<file path="config.mk">
export PLATFORM = sky130hd
export DESIGN_NAME = ptl_target_flat
export DESIGN_NICKNAME = d
export VERILOG_FILES = /design/src/rtl/ptl_pkg.sv /design/src/rtl/ptl_bus_if.sv /design/src/rtl/ptl_target.sv /design/src/flat_wrapper.sv
export VERILOG_INCLUDE_DIRS = /design/src /design/src/rtl
export SDC_FILE = /design/constraint.sdc
export NUM_CORES = 1
export LEC_CHECK = 0
export BUFFER_PORTS_ARGS = -buffer_cell sky130_fd_sc_hd__clkbuf_2
export CAP_MARGIN = 20
export CORE_MARGIN = 5
export CORE_UTILIZATION = 47
export CTS_BUF_LIST = sky130_fd_sc_hd__clkbuf_16
export DETAILED_ROUTE_END_ITERATION = 8
export GPL_TIMING_DRIVEN = 0
export PLACE_DENSITY = 0.86
export SLEW_MARGIN = 10
export SYNTH_ARGS = -nofsm -noshare
export SYNTH_HDL_FRONTEND = slang
export SYNTH_SLANG_ARGS = --single-unit
</file>
<file path="constraint.sdc">
create_clock -name clk -period 2.1 [get_ports clk]
set_input_delay 0 -clock clk [delete_from_list [all_inputs] [get_ports clk]]
set_output_delay 0 -clock clk [all_outputs]
set_load 0.02 [all_outputs]
</file>
<file path="src/rtl/ptl_defines.svh">
// constants for the pci target lock, parity and interrupt block
// assumes a 32-bit pci bus sampled on the rising edge of clk
`ifndef PTL_DEFINES_SVH
`define PTL_DEFINES_SVH
`define PTL_CMD_SERR_EN_BIT   8
`define PTL_CMD_PERR_EN_BIT   6
`define PTL_STS_SIG_SERR_BIT  14
`define PTL_STS_DET_PERR_BIT  15
`define PTL_CMD_SPECIAL       4'h1
`define PTL_CMD_WRITE_BIT     0
`define PTL_REG_CMD           4'h0
`define PTL_REG_STS           4'h1
`define PTL_REG_INT           4'h2
`define PTL_REG_LOCK          4'h3
`define PTL_REG_TERM          4'h4
`define PTL_REG_ADDR          4'h5
`define PTL_REG_BUSY          4'h6
`define PTL_REG_RESULT        4'h7
`define PTL_REG_START         4'h8
`define PTL_TERM_NORMAL       2'h0
`define PTL_TERM_RETRY        2'h1
`define PTL_TERM_DISCONNECT   2'h2
`define PTL_TERM_ABORT        2'h3
`endif

</file>
<file path="src/rtl/ptl_pkg.sv">
// types shared by both ends of the pci target lock and parity block
// assumes ptl_defines.svh for all numeric constants
`include "ptl_defines.svh"
package ptl_pkg;
  typedef logic [31:0] ptl_word_type;
  typedef logic [3:0]  ptl_nib_type;
  typedef logic [1:0]  ptl_term_type;
endpackage

</file>
<file path="src/rtl/ptl_bus_if.sv">
// pci signal bundle joining initiator and target ends
// open-drain and shared lines stay as separate value and enable signals; nothing resolves them
`timescale 1ns/100ps
interface ptl_bus_if;
  import ptl_pkg::*;
  ptl_word_type ad_m;
  logic         ad_m_oe;
  ptl_word_type ad_t;
  logic         ad_t_oe;
  ptl_nib_type  cbe_n;
  logic         par_m;
  logic         par_m_oe;
  logic         par_t;
  logic         par_t_oe;
  logic         frame_n;
  logic         irdy_n;
  logic         lock_n;
  logic         devsel_n;
  logic         trdy_n;
  logic         stop_n;
  logic         t_oe;
  logic         perr_n_out;
  logic         perr_n_oe;
  logic         serr_n_out;
  logic         serr_n_oe;
  logic         inta_n_out;
  logic         inta_n_oe;
  modport target (input ad_m, ad_m_oe, cbe_n, par_m, par_m_oe, frame_n, irdy_n, lock_n,
                  output ad_t, ad_t_oe, par_t, par_t_oe, devsel_n, trdy_n, stop_n, t_oe,
                  perr_n_out, perr_n_oe, serr_n_out, serr_n_oe, inta_n_out, inta_n_oe);
  modport initiator (output ad_m, ad_m_oe, cbe_n, par_m, par_m_oe, frame_n, irdy_n, lock_n,
                     input ad_t, ad_t_oe, par_t, par_t_oe, devsel_n, trdy_n, stop_n, t_oe,
                     perr_n_out, perr_n_oe, serr_n_out, serr_n_oe, inta_n_out, inta_n_oe);
endinterface

</file>
<file path="src/rtl/ptl_target.sv">
// pci target end: lock tracking, termination encoding, inta, parity checks
// assumes a single pci initiator model on the far side and the simple register port
// How it works
// - lock when selected unlocked, lock asserted next
// - owner drops lock in address clock
// - unlock after final transfer with lock high
// - unlocked target ignores lock asserted at start
// - locked target retries non-owner accesses
// - master takes lock after first frame
// - retry pin encoding only; no disconnect or abort
// - never answer with target abort
// - inta open drain, held until software clears
// - inta held while add-on input low
// - add-on releases input before inta clears
// - even parity over ad, cbe, par
// - address parity error gives serr if enabled
// - serr low exactly one clock per error
// - status bit 14 on address parity error
// - perr driven only as selected write target
// - status bit 15 on every data error
// - perr two clocks after transfer, one clock
// - check data only when irdy and trdy low
// - no perr for special cycles
`timescale 1ns/100ps
`include "ptl_defines.svh"
module ptl_target (
  input  wire logic          clk,
  input  wire logic          srst,
  ptl_bus_if.target          bus,
  input  wire logic          addon_interrupt_in_n,
  input  wire logic          int_source_set,
  input  wire ptl_pkg::ptl_nib_type reg_addr,
  input  wire ptl_pkg::ptl_word_type reg_wdata,
  input  wire logic          reg_write,
  input  wire logic          reg_read,
  output      ptl_pkg::ptl_word_type reg_rdata,
  output      logic          locked
);
  import ptl_pkg::*;

  typedef enum logic [1:0] {PTL_IDLE, PTL_ADDR, PTL_DATA, PTL_TURN} ptl_tstate_type;
  ptl_tstate_type state_reg;
  ptl_tstate_type state_next;

  logic [15:0]   command_register;
  logic [15:0]   status_register;
  logic          int_pending_reg;
  ptl_word_type  reg_rdata_reg;
  logic          locked_reg;
  logic          lock_n_first_reg;
  logic          retry_reg;
  logic          write_reg;
  logic          special_reg;
  logic          addr_chk_reg;
  ptl_word_type  ad_prev_reg;
  ptl_nib_type   cbe_prev_reg;
  logic          data_chk_reg;
  logic          serr_n_reg;
  logic          perr_n_reg;
  logic          perr_oe_reg;
  logic          inta_oe_reg;
  logic          devsel_n_reg;
  logic          trdy_n_reg;
  logic          stop_n_reg;
  logic          t_oe_reg;
  logic          lock_seen_reg;

  // the initiator model drives ad from the address clock through the data phase, reads included
  wire frame_start  = (state_reg == PTL_IDLE) && !bus.frame_n;
  wire is_write     = bus.cbe_n[`PTL_CMD_WRITE_BIT];
  wire is_special   = (bus.cbe_n == `PTL_CMD_SPECIAL);
  wire xfer         = !bus.irdy_n && !trdy_n_reg && !devsel_n_reg;
  wire last_xfer    = xfer && bus.frame_n;
  wire ended        = !bus.irdy_n && !stop_n_reg && bus.frame_n;
  wire par_calc     = ^{ad_prev_reg, cbe_prev_reg};
  wire par_bad      = par_calc != bus.par_m;
  wire addr_err     = addr_chk_reg && par_bad;
  wire data_err     = data_chk_reg && par_bad;
  // owner starts with lock high; a stranger sees lock asserted at frame start
  wire foreign      = locked_reg && !bus.lock_n;
  wire sts_w1c_14   = reg_write && reg_addr == `PTL_REG_STS && reg_wdata[`PTL_STS_SIG_SERR_BIT];
  wire sts_w1c_15   = reg_write && reg_addr == `PTL_REG_STS && reg_wdata[`PTL_STS_DET_PERR_BIT];
  wire int_clear    = reg_write && reg_addr == `PTL_REG_INT && reg_wdata[0];
  wire inta_active  = int_pending_reg || !addon_interrupt_in_n;

  always_comb begin
    state_next = state_reg;
    case (state_reg)
      PTL_IDLE: if (!bus.frame_n) state_next = PTL_ADDR;
      PTL_ADDR: state_next = PTL_DATA;
      PTL_DATA: if (last_xfer || ended) state_next = PTL_TURN;
      PTL_TURN: state_next = PTL_IDLE;
      default:  state_next = PTL_IDLE;
    endcase
  end

  always_ff @(posedge clk) begin
    if (srst) state_reg <= PTL_IDLE;
    else      state_reg <= state_next;
  end

  // transaction capture
  always_ff @(posedge clk) begin
    if (srst) begin
      lock_n_first_reg <= 1'b1;
      retry_reg        <= 1'b0;
      write_reg        <= 1'b0;
      special_reg      <= 1'b0;
      lock_seen_reg    <= 1'b0;
    end else if (frame_start) begin
      lock_n_first_reg <= bus.lock_n;
      retry_reg        <= foreign;
      write_reg        <= is_write;
      special_reg      <= is_special;
      lock_seen_reg    <= 1'b0;
    end else if (state_reg == PTL_DATA && last_xfer) begin
      lock_seen_reg    <= bus.lock_n;
    end
  end

  // lock state
  always_ff @(posedge clk) begin
    if (srst) begin
      locked_reg <= 1'b0;
    end else if (state_reg == PTL_ADDR && lock_n_first_reg && !bus.lock_n && !retry_reg) begin
      locked_reg <= 1'b1;
    end else if (state_reg == PTL_TURN && locked_reg && lock_seen_reg && !retry_reg) begin
      locked_reg <= 1'b0;
    end
  end

  // target pin encoding; a retry moves no data and abort is never produced
  always_ff @(posedge clk) begin
    if (srst) begin
      devsel_n_reg <= 1'b1;
      trdy_n_reg   <= 1'b1;
      stop_n_reg   <= 1'b1;
      t_oe_reg     <= 1'b0;
    end else if (state_reg == PTL_ADDR) begin
      devsel_n_reg <= 1'b0;
      trdy_n_reg   <= retry_reg;
      stop_n_reg   <= !retry_reg;
      t_oe_reg     <= 1'b1;
    end else if (state_reg == PTL_DATA && (last_xfer || ended)) begin
      devsel_n_reg <= 1'b1;
      trdy_n_reg   <= 1'b1;
      stop_n_reg   <= 1'b1;
    end else if (state_reg == PTL_TURN || state_reg == PTL_IDLE) begin
      t_oe_reg     <= 1'b0;
    end
  end

  // parity pipeline: par follows its ad and cbe by one clock
  always_ff @(posedge clk) begin
    if (srst) begin
      addr_chk_reg <= 1'b0;
      data_chk_reg <= 1'b0;
      ad_prev_reg  <= '0;
      cbe_prev_reg <= '0;
    end else begin
      ad_prev_reg  <= bus.ad_m;
      cbe_prev_reg <= bus.cbe_n;
      addr_chk_reg <= frame_start;
      data_chk_reg <= state_reg == PTL_DATA && xfer && write_reg;
    end
  end

  always_ff @(posedge clk) begin
    if (srst) begin
      serr_n_reg  <= 1'b1;
      perr_n_reg  <= 1'b1;
      perr_oe_reg <= 1'b0;
    end else begin
      serr_n_reg  <= !(addr_err && command_register[`PTL_CMD_SERR_EN_BIT]);
      // par trails its transfer by a clock, so this register lands two clocks after it
      perr_n_reg  <= !(data_err && !special_reg
                       && command_register[`PTL_CMD_PERR_EN_BIT]);
      perr_oe_reg <= write_reg && (state_reg != PTL_IDLE || data_err);
    end
  end

  // status bits: the hardware set wins over a software clear
  always_ff @(posedge clk) begin
    if (srst) begin
      status_register  <= '0;
      command_register <= '0;
      int_pending_reg  <= 1'b0;
      inta_oe_reg      <= 1'b0;
    end else begin
      if (addr_err) status_register[`PTL_STS_SIG_SERR_BIT] <= 1'b1;
      else if (sts_w1c_14) status_register[`PTL_STS_SIG_SERR_BIT] <= 1'b0;
      if (data_err) status_register[`PTL_STS_DET_PERR_BIT] <= 1'b1;
      else if (sts_w1c_15) status_register[`PTL_STS_DET_PERR_BIT] <= 1'b0;
      if (reg_write && reg_addr == `PTL_REG_CMD) command_register <= reg_wdata[15:0];
      if (int_source_set) int_pending_reg <= 1'b1;
      else if (int_clear) int_pending_reg <= 1'b0;
      inta_oe_reg <= inta_active;
    end
  end

  always_ff @(posedge clk) begin
    if (srst) reg_rdata_reg <= '0;
    else if (reg_read) begin
      case (reg_addr)
        `PTL_REG_CMD:  reg_rdata_reg <= {16'h0000, command_register};
        `PTL_REG_STS:  reg_rdata_reg <= {16'h0000, status_register};
        `PTL_REG_INT:  reg_rdata_reg <= {30'h00000000, !addon_interrupt_in_n, int_pending_reg};
        `PTL_REG_LOCK: reg_rdata_reg <= {31'h00000000, locked_reg};
        default:       reg_rdata_reg <= '0;
      endcase
    end else reg_rdata_reg <= '0;
  end

  assign bus.ad_t       = '0;
  assign bus.ad_t_oe    = 1'b0;
  assign bus.par_t      = 1'b0;
  assign bus.par_t_oe   = 1'b0;
  assign bus.devsel_n   = devsel_n_reg;
  assign bus.trdy_n     = trdy_n_reg;
  assign bus.stop_n     = stop_n_reg;
  assign bus.t_oe       = t_oe_reg;
  assign bus.serr_n_out = 1'b0;
  assign bus.serr_n_oe  = !serr_n_reg;
  assign bus.perr_n_out = perr_n_reg;
  assign bus.perr_n_oe  = perr_oe_reg;
  assign bus.inta_n_out = 1'b0;
  assign bus.inta_n_oe  = inta_oe_reg;
  assign reg_rdata      = reg_rdata_reg;
  assign locked         = locked_reg;
endmodule

</file>
<file path="src/flat_wrapper.sv">
// flat-port wrapper written by rule: the top's interface ports become plain ports
module ptl_target_flat import ptl_pkg::*;
  (clk, srst, addon_interrupt_in_n, int_source_set, reg_addr, reg_wdata, reg_write, reg_read, reg_rdata, locked, bus_ad_m, bus_ad_m_oe, bus_cbe_n, bus_par_m, bus_par_m_oe, bus_frame_n, bus_irdy_n, bus_lock_n, bus_ad_t, bus_ad_t_oe, bus_par_t, bus_par_t_oe, bus_devsel_n, bus_trdy_n, bus_stop_n, bus_t_oe, bus_perr_n_out, bus_perr_n_oe, bus_serr_n_out, bus_serr_n_oe, bus_inta_n_out, bus_inta_n_oe);
  ptl_bus_if bus_i ();
  input  wire logic clk;
  input  wire logic srst;
  input  wire logic addon_interrupt_in_n;
  input  wire logic int_source_set;
  input  wire ptl_pkg::ptl_nib_type reg_addr;
  input  wire ptl_pkg::ptl_word_type reg_wdata;
  input  wire logic reg_write;
  input  wire logic reg_read;
  output      ptl_pkg::ptl_word_type reg_rdata;
  output      logic locked;
  input wire logic [$bits(bus_i.ad_m)-1:0] bus_ad_m;
  input wire logic [$bits(bus_i.ad_m_oe)-1:0] bus_ad_m_oe;
  input wire logic [$bits(bus_i.cbe_n)-1:0] bus_cbe_n;
  input wire logic [$bits(bus_i.par_m)-1:0] bus_par_m;
  input wire logic [$bits(bus_i.par_m_oe)-1:0] bus_par_m_oe;
  input wire logic [$bits(bus_i.frame_n)-1:0] bus_frame_n;
  input wire logic [$bits(bus_i.irdy_n)-1:0] bus_irdy_n;
  input wire logic [$bits(bus_i.lock_n)-1:0] bus_lock_n;
  output wire logic [$bits(bus_i.ad_t)-1:0] bus_ad_t;
  output wire logic [$bits(bus_i.ad_t_oe)-1:0] bus_ad_t_oe;
  output wire logic [$bits(bus_i.par_t)-1:0] bus_par_t;
  output wire logic [$bits(bus_i.par_t_oe)-1:0] bus_par_t_oe;
  output wire logic [$bits(bus_i.devsel_n)-1:0] bus_devsel_n;
  output wire logic [$bits(bus_i.trdy_n)-1:0] bus_trdy_n;
  output wire logic [$bits(bus_i.stop_n)-1:0] bus_stop_n;
  output wire logic [$bits(bus_i.t_oe)-1:0] bus_t_oe;
  output wire logic [$bits(bus_i.perr_n_out)-1:0] bus_perr_n_out;
  output wire logic [$bits(bus_i.perr_n_oe)-1:0] bus_perr_n_oe;
  output wire logic [$bits(bus_i.serr_n_out)-1:0] bus_serr_n_out;
  output wire logic [$bits(bus_i.serr_n_oe)-1:0] bus_serr_n_oe;
  output wire logic [$bits(bus_i.inta_n_out)-1:0] bus_inta_n_out;
  output wire logic [$bits(bus_i.inta_n_oe)-1:0] bus_inta_n_oe;
  assign bus_i.ad_m = bus_ad_m;
  assign bus_i.ad_m_oe = bus_ad_m_oe;
  assign bus_i.cbe_n = bus_cbe_n;
  assign bus_i.par_m = bus_par_m;
  assign bus_i.par_m_oe = bus_par_m_oe;
  assign bus_i.frame_n = bus_frame_n;
  assign bus_i.irdy_n = bus_irdy_n;
  assign bus_i.lock_n = bus_lock_n;
  assign bus_ad_t = bus_i.ad_t;
  assign bus_ad_t_oe = bus_i.ad_t_oe;
  assign bus_par_t = bus_i.par_t;
  assign bus_par_t_oe = bus_i.par_t_oe;
  assign bus_devsel_n = bus_i.devsel_n;
  assign bus_trdy_n = bus_i.trdy_n;
  assign bus_stop_n = bus_i.stop_n;
  assign bus_t_oe = bus_i.t_oe;
  assign bus_perr_n_out = bus_i.perr_n_out;
  assign bus_perr_n_oe = bus_i.perr_n_oe;
  assign bus_serr_n_out = bus_i.serr_n_out;
  assign bus_serr_n_oe = bus_i.serr_n_oe;
  assign bus_inta_n_out = bus_i.inta_n_out;
  assign bus_inta_n_oe = bus_i.inta_n_oe;
  ptl_target u_core (.clk(clk), .srst(srst), .bus(bus_i), .addon_interrupt_in_n(addon_interrupt_in_n), .int_source_set(int_source_set), .reg_addr(reg_addr), .reg_wdata(reg_wdata), .reg_write(reg_write), .reg_read(reg_read), .reg_rdata(reg_rdata), .locked(locked));
endmodule
</file>
* After elaboration in Yosys (flattened, before gate mapping)
Index checks and enable logic that the tools add are counted.
** Operators by class
- Equality and inequality tests :: 11
- Reduce and logical (&&, ||, !) cells :: 59
- Multiplexer cells :: 19
- Bitwise operators :: 1
** Operator list (count)
- case mux 16 bit (4 select lines) :: 1
- XOR reduction 36 bit :: 1
- logical AND 1 bit :: 29
- two-way mux 1 bit :: 15
- nonzero test 2 bit :: 7
- logical NOT 1 bit :: 12
- equality test 4 x 1 -> 1 bit (second input constant) :: 2
- equality test 4 x 2 -> 1 bit (second input constant) :: 2
- case mux 2 bit (4 select lines) :: 1
- equality test 2 bit (second input constant) :: 2
- logical NOT 4 bit :: 1
- logical OR 1 bit :: 4
- two-way mux 2 bit :: 2
- != test 2 x 1 -> 1 bit (second input constant) :: 2
- AND reduction 2 bit :: 2
- OR reduction 2 bit :: 2
- equality test 2 x 1 -> 1 bit (second input constant) :: 1
- logical NOT 2 bit :: 1
- != test 2 bit (second input constant) :: 1
- != test 1 bit :: 1
- inverter 1 bit :: 1
** Word-level totals
- Input port bits :: 84
- Output and inout bits :: 78
- Register bits after elaboration :: 105
- Logic and storage cells :: 114

* Logic depth before layout (Yosys ltp)
- Depth after elaboration :: 8
- Gate-level depth with buffers :: 8
- Mapped depth without buffers :: 7

* Worst setup path before layout
Ideal clock, no wire load.
- Path kind :: register to register
- Start :: reg u_core.ad_prev_reg[10]
- End :: reg u_core.status_register[14]
- Required time :: 2.021 ns
- Path slack :: 0.235 ns
- Arrival time :: 1.786 ns
- Path buffers :: 0
- Clock period less this slack :: 1.865 ns
- Stages on the path, launching flop included :: 7
- Setup time :: 0.079 ns
- Cells stage by stage :: dfxtp_1 -> xor2_1 -> xnor2_1 -> xnor2_1 -> xnor3_2 -> or4b_1 -> o211ai_1
** On the way
- Cells in the longest elaborated chain, start to end :: 4
- Elaborated cells on any way between the ends :: 5
- Classes of those cells :: eq/ne (1); mux (1); reduce/logical (3)
** RTL lines
- from (decl) :: line ptl_target.sv:55 : ptl_word_type ad_prev_reg;
- from (signal assigned) :: line ptl_target.sv:161 : ad_prev_reg <= bus.ad_m;
- XOR reduction 36 bit (*) :: line ptl_target.sv:75 : wire par_calc = ^{ad_prev_reg, cbe_prev_reg};
- != test 1 bit (*) :: line ptl_target.sv:76 : wire par_bad = par_calc != bus.par_m;
- logical AND 1 bit (*) :: line ptl_target.sv:77 : wire addr_err = addr_chk_reg && par_bad;
- two-way mux 1 bit / nonzero test 2 bit (equally long branches)
- to (signal, indexed assignment) :: line ptl_target.sv:190 : if (addr_err) status_register[`PTL_STS_SIG_SERR_BIT] <= 1'b1;
- to (signal, indexed assignment) :: line ptl_target.sv:191 : else if (sts_w1c_14) status_register[`PTL_STS_SIG_SERR_BIT] <= 1'b0;
- to (signal, indexed assignment) :: line ptl_target.sv:192 : if (data_err) status_register[`PTL_STS_DET_PERR_BIT] <= 1'b1;
- to (decl) :: line ptl_target.sv:46 : logic [15:0] status_register;
Every way passes the cells marked *; elsewhere a longest branch is shown, timed or not.
A chain may end at the register's enable or synchronous reset.

* Final worst setup path
- Start :: reg u_core.ad_prev_reg[13]
- End :: reg u_core.status_register[15]
** On the way
- Cells in the longest elaborated chain, start to end :: 4
- Elaborated cells on any way between the ends :: 5
- Classes of those cells :: eq/ne (1); mux (1); reduce/logical (3)
** RTL lines
- XOR reduction 36 bit (*) :: line ptl_target.sv:75
- != test 1 bit (*) :: line ptl_target.sv:76
- logical AND 1 bit (*) :: line ptl_target.sv:78 : wire data_err = data_chk_reg && par_bad;
- two-way mux 1 bit / nonzero test 2 bit (equally long branches)
- to (signal, indexed assignment) :: line ptl_target.sv:191
- to (signal, indexed assignment) :: line ptl_target.sv:192
- to (signal, indexed assignment) :: line ptl_target.sv:193 : else if (sts_w1c_15) status_register[`PTL_STS_DET_PERR_BIT] <= 1'b0;
Marks and branches as above.

==> results <==
- In this run the worst path has a maximum fanout of 7.
- The detail route stage leaves a number of antenna-violating nets equal to 0.
- For this run, the number of Yosys warnings is 0.
- The placer congestion estimate is 0.816.
- The number of remaining DRC errors is 0.
- The worst setup slack before clock tree synthesis is 115 ps.
- The total overflow left after global routing is 0.
- The final critical-path required period is 1980 ps.
- The final cell utilization of the core is 0.690.
- The max-cap violation count is 0.
- The share of synthesized area in the top cell type comes to 0.485.
- The first global-routing pass estimated 14000 um of wire.
- For this run, the register share of the synthesized area comes to 0.485.
- The startpoint identified for the worst hold timing path is bus_irdy_n.
- The share of flip-flops with an asynchronous set or reset after synthesis is 0.
- The non-filler instance count after layout is 701.
- The number of hold violations in the final report is 0.
- The clock net in this run drives a total of 89 sinks.
- The final wirelength is 8530 um.
- The vertical die dimension is 98.4 um.
- The starting utilization of the core area is 0.478.
- The synthesized design contains 0 enable-type register cells.
- The filler cell count in the final layout is 587.
- STA classifies the critical path endpoint as a register.
- The number of clock buffers added by TritonCTS is 9.
- The die covers 9690 um^2.
- The initial antenna violation count is 0.
- The global-route usage over all layers is 0.179.
- The synthesized netlist contains 40 unique library cells.
- In this run, the number of DRC markers left after iteration 0 of detailed routing was 64.
- In the post-synthesis netlist, the biggest area contributors are sky130_fd_sc_hd__dfxtp_1 48%, sky130_fd_sc_hd__buf_4 11%, sky130_fd_sc_hd__xnor2_1 6.7%, sky130_fd_sc_hd__nor2b_1 6.5%, sky130_fd_sc_hd__nand2_1 4.1%.
- The register with the most flip-flops in the layout has 32 of them.
- The count of cells resized by post-cts repair is 0.
- The kind of launch point of the worst setup path is a register.
- In the final timing run, aggregate negative setup slack is 0 ps.
- At the pin with the least slew margin, the transition time is 555 ps.
- The number of buffers between clock root and the deepest sink is 2.
- The library cell used as clock root buffer is sky130_fd_sc_hd__clkbuf_16.
- The number of diodes added for antenna fixing is 0.
- The share of total power in the clock network is 0.340.
- The category of the most critical setup path is reg -> reg.
- The final critical-path share of the clock period is 0.943.
- The instance area after placement is 4440 um^2.
- The post-synthesis instance area is 3680 um^2.
- The source-to-sink clock delay at the later pin of the worst-skew pair is 330 ps.
- From left edge to right edge, the die measures 98.4 um.
- The layout-stage area growth over the synthesis result is 44.4%.
- The total net switching power is 1.31 mW.
- The final count of pins violating max slew is 0.
- The proportion of layout cells with a drive suffix above 1 is 0.274.
- In this run the count of I/O pins placed on the die edge is 162.
- The via count of the first global-routing pass is 3238.
- Dividing the synthesized area by the synthesized cell count gives 9.55 um^2.
- During placement, the flow inserted port buffers numbering 88.
- The fraction of met2 tracks used by global routing is 0.334.
- The cell row count is 32.
- The internal power is 3.12 mW.
- The clock skew is 7.82 ps.
- The synthesized instance count is 385.
- For met3 alone, demand over resource in global routing was 0.0495.
- The critical path starts at u_core.ad_prev_reg[13].
- The startpoint identified for the worst register-to-register timing path is u_core.ad_prev_reg[13].
- Of the total power, registers draw 0.426.
- The TritonCTS clock tree is built.
- Among all flip-flop cells after synthesis, the most frequent one is sky130_fd_sc_hd__dfxtp_1.
- The library cell occupying the most area in the post-synthesis netlist is sky130_fd_sc_hd__dfxtp_1.
- The areal power density over the cells is 835 nW/um^2.
- The count of vias placed by the detailed router is 3044.
- The register cell area after layout is 1780 um^2.
- Counting cells, the worst reg-to-reg path comes to 6.
- The flow ran to the end, and the final reports show no timing, DRC or antenna violations.
- VDD sags by at most 498 uV.
- In this run the number of H-tree levels came out at 3.
- The first detailed-routing pass took 4 iterations.
- The area occupied by multi-input gates is 1610 um^2.
- In this run the tightest slew margin relative to its limit is 0.628.
- The final-stage net count is 684.
- Counting instances, the worst hold path has a depth of 4.
- Including well taps, the total number of placed cells is 627.
- Among all cell types in the netlist, the one instantiated most often is sky130_fd_sc_hd__dfxtp_1.
- After legalization and detailed placement, the total HPWL measured 5840 um.
- The minimum setup slack in the final design is 120 ps.
- Entering global routing, the biggest net connects 18 pins.
- After detailed routing, the average wire length per cell comes to 12.2 um.
- The post-synthesis sequential element count is 89.
- In this run the standard cell core region covers 7690 um^2.
- Clock-pin slew was measured on the worst setup and hold paths at 60 ps.
- Setup repair after global routing left no endpoint under its margin.
- Summed over all cells, the static leakage comes to 2.42 nW.
- The number of endpoints failing setup at the final stage is 0.
- The count of buffers added by post-CTS timing repair for setup is 0.
- The data arrival time of the critical path is 2230 ps.
- Summing all non-filler instances in the final layout gives an area of 5310 um^2.
- The met1 usage in global routing is 0.182.
- The maximum achievable frequency is 505 MHz.
- The busiest metal layer after global routing is met2.
- The critical path required time is 2350 ps.
- Of the total power, combinational logic draws 0.234.
- Ranked by instance count, the synthesized netlist is headed by 89 x sky130_fd_sc_hd__dfxtp_1, 53 x sky130_fd_sc_hd__buf_4, 40 x sky130_fd_sc_hd__nand2_1.
- The average via count per standard cell is 4.34.
- The worst hold path class is in -> reg.
- Of the total power, the share spent switching nets is 0.297.
==> cell families after synthesis <==
logic type,count (synthesis),share of synthesized area
AO/OA/AOI/OAI,35,0.0568
adder cells (fa/ha/maj),6,0.0204
multiplexers,5,0.0140
flip-flops,89,0.485
XOR/XNOR,35,0.0895
AND/OR/NAND/NOR,140,0.204
other,1,0.00102
buffers and inverters,74,0.130
==> metrics by stage <==
step	power [mW]	hold WS (ps)
floorplan	2.63	95.9
global placement	2.82	207
detailed placement	2.86	210
CTS	4.46	8.25
global route	4.66	35.7
finish	4.43	25.2
==> power groups by stage <==
stage | sequential [mW] | clock [mW] | combinational [mW]
after CTS | 1.88 | 1.54 | 1.03
after detailed placement | 1.92 | 0 | 0.939
final | 1.89 | 1.51 | 1.04
after global placement | 1.91 | 0 | 0.910
after floorplan | 1.94 | 0 | 0.697
after global routing | 1.90 | 1.62 | 1.14
==> final cells by class <==
class | count | share of cell area
well taps | 102 | 0.0240
repair buffers | 146 | 0.192
multi-input cells | 274 | 0.304
flip-flops and latches | 89 | 0.336
clock inverters | 7 | 0.0118
inverters | 6 | 0.00424
clock buffers | 9 | 0.0424
plain buffers | 68 | 0.0856
==> timing repair <==
item,4_1_cts,5_1_grt
hold endpoints to repair,60,0
hold buffers,58,0
endpoints found under the setup margin,0,0
==> layout by cell type (no fill, tap or decap), types with 2 or more instances in the layout <==
master / count
sky130_fd_sc_hd__a32oi_1: 2
sky130_fd_sc_hd__xnor2_1: 28
sky130_fd_sc_hd__nand3b_1: 3
sky130_fd_sc_hd__mux2i_1: 4
sky130_fd_sc_hd__conb_1: 53
sky130_fd_sc_hd__nor3_1: 7
sky130_fd_sc_hd__and2_1: 12
sky130_fd_sc_hd__nand2_1: 40
sky130_fd_sc_hd__buf_4: 53
sky130_fd_sc_hd__o21bai_1: 2
sky130_fd_sc_hd__or2_2: 2
sky130_fd_sc_hd__clkbuf_16: 9
sky130_fd_sc_hd__nand2b_1: 2
sky130_fd_sc_hd__a21oi_1: 23
sky130_fd_sc_hd__nand3_1: 2
sky130_fd_sc_hd__clkinvlp_4: 3
sky130_fd_sc_hd__nand4b_1: 3
sky130_fd_sc_hd__nor2b_1: 38
sky130_fd_sc_hd__dlygate4sd3_1: 58
sky130_fd_sc_hd__xor2_1: 5
sky130_fd_sc_hd__clkbuf_1: 15
sky130_fd_sc_hd__nor4_1: 2
sky130_fd_sc_hd__nor2_1: 19
sky130_fd_sc_hd__or4b_1: 2
sky130_fd_sc_hd__dfxtp_1: 89
sky130_fd_sc_hd__ha_1: 6
sky130_fd_sc_hd__o211ai_1: 3
sky130_fd_sc_hd__clkbuf_2: 88
sky130_fd_sc_hd__nor3b_1: 2
sky130_fd_sc_hd__inv_1: 6
sky130_fd_sc_hd__inv_8: 2
==> worst max-delay path: stages (launching register included) <==
cell and delay (ps):
sky130_fd_sc_hd__dfxtp_1 340, sky130_fd_sc_hd__xor2_1 170, sky130_fd_sc_hd__xnor2_1 150, sky130_fd_sc_hd__xnor2_1 150, sky130_fd_sc_hd__xnor3_2 520, sky130_fd_sc_hd__or4b_1 490, sky130_fd_sc_hd__o211ai_1 100
==> worst paths after layout <==
path	endpoint	slack, ps
worst min-delay path	u_core.lock_seen_reg	30
worst min register to register	u_core.serr_n_reg	430
worst max-delay path	u_core.status_register[15]	120
worst max register to register	u_core.status_register[15]	120
==> routing by layer <==
metal  vias to the layer above  routed length, um
met5                         -                  0
met4                         0                299
met3                        23                517
met2                       105               4520
met1                      1361               3200
li1                       1555                  -
(Power assumes the default switching activity.)
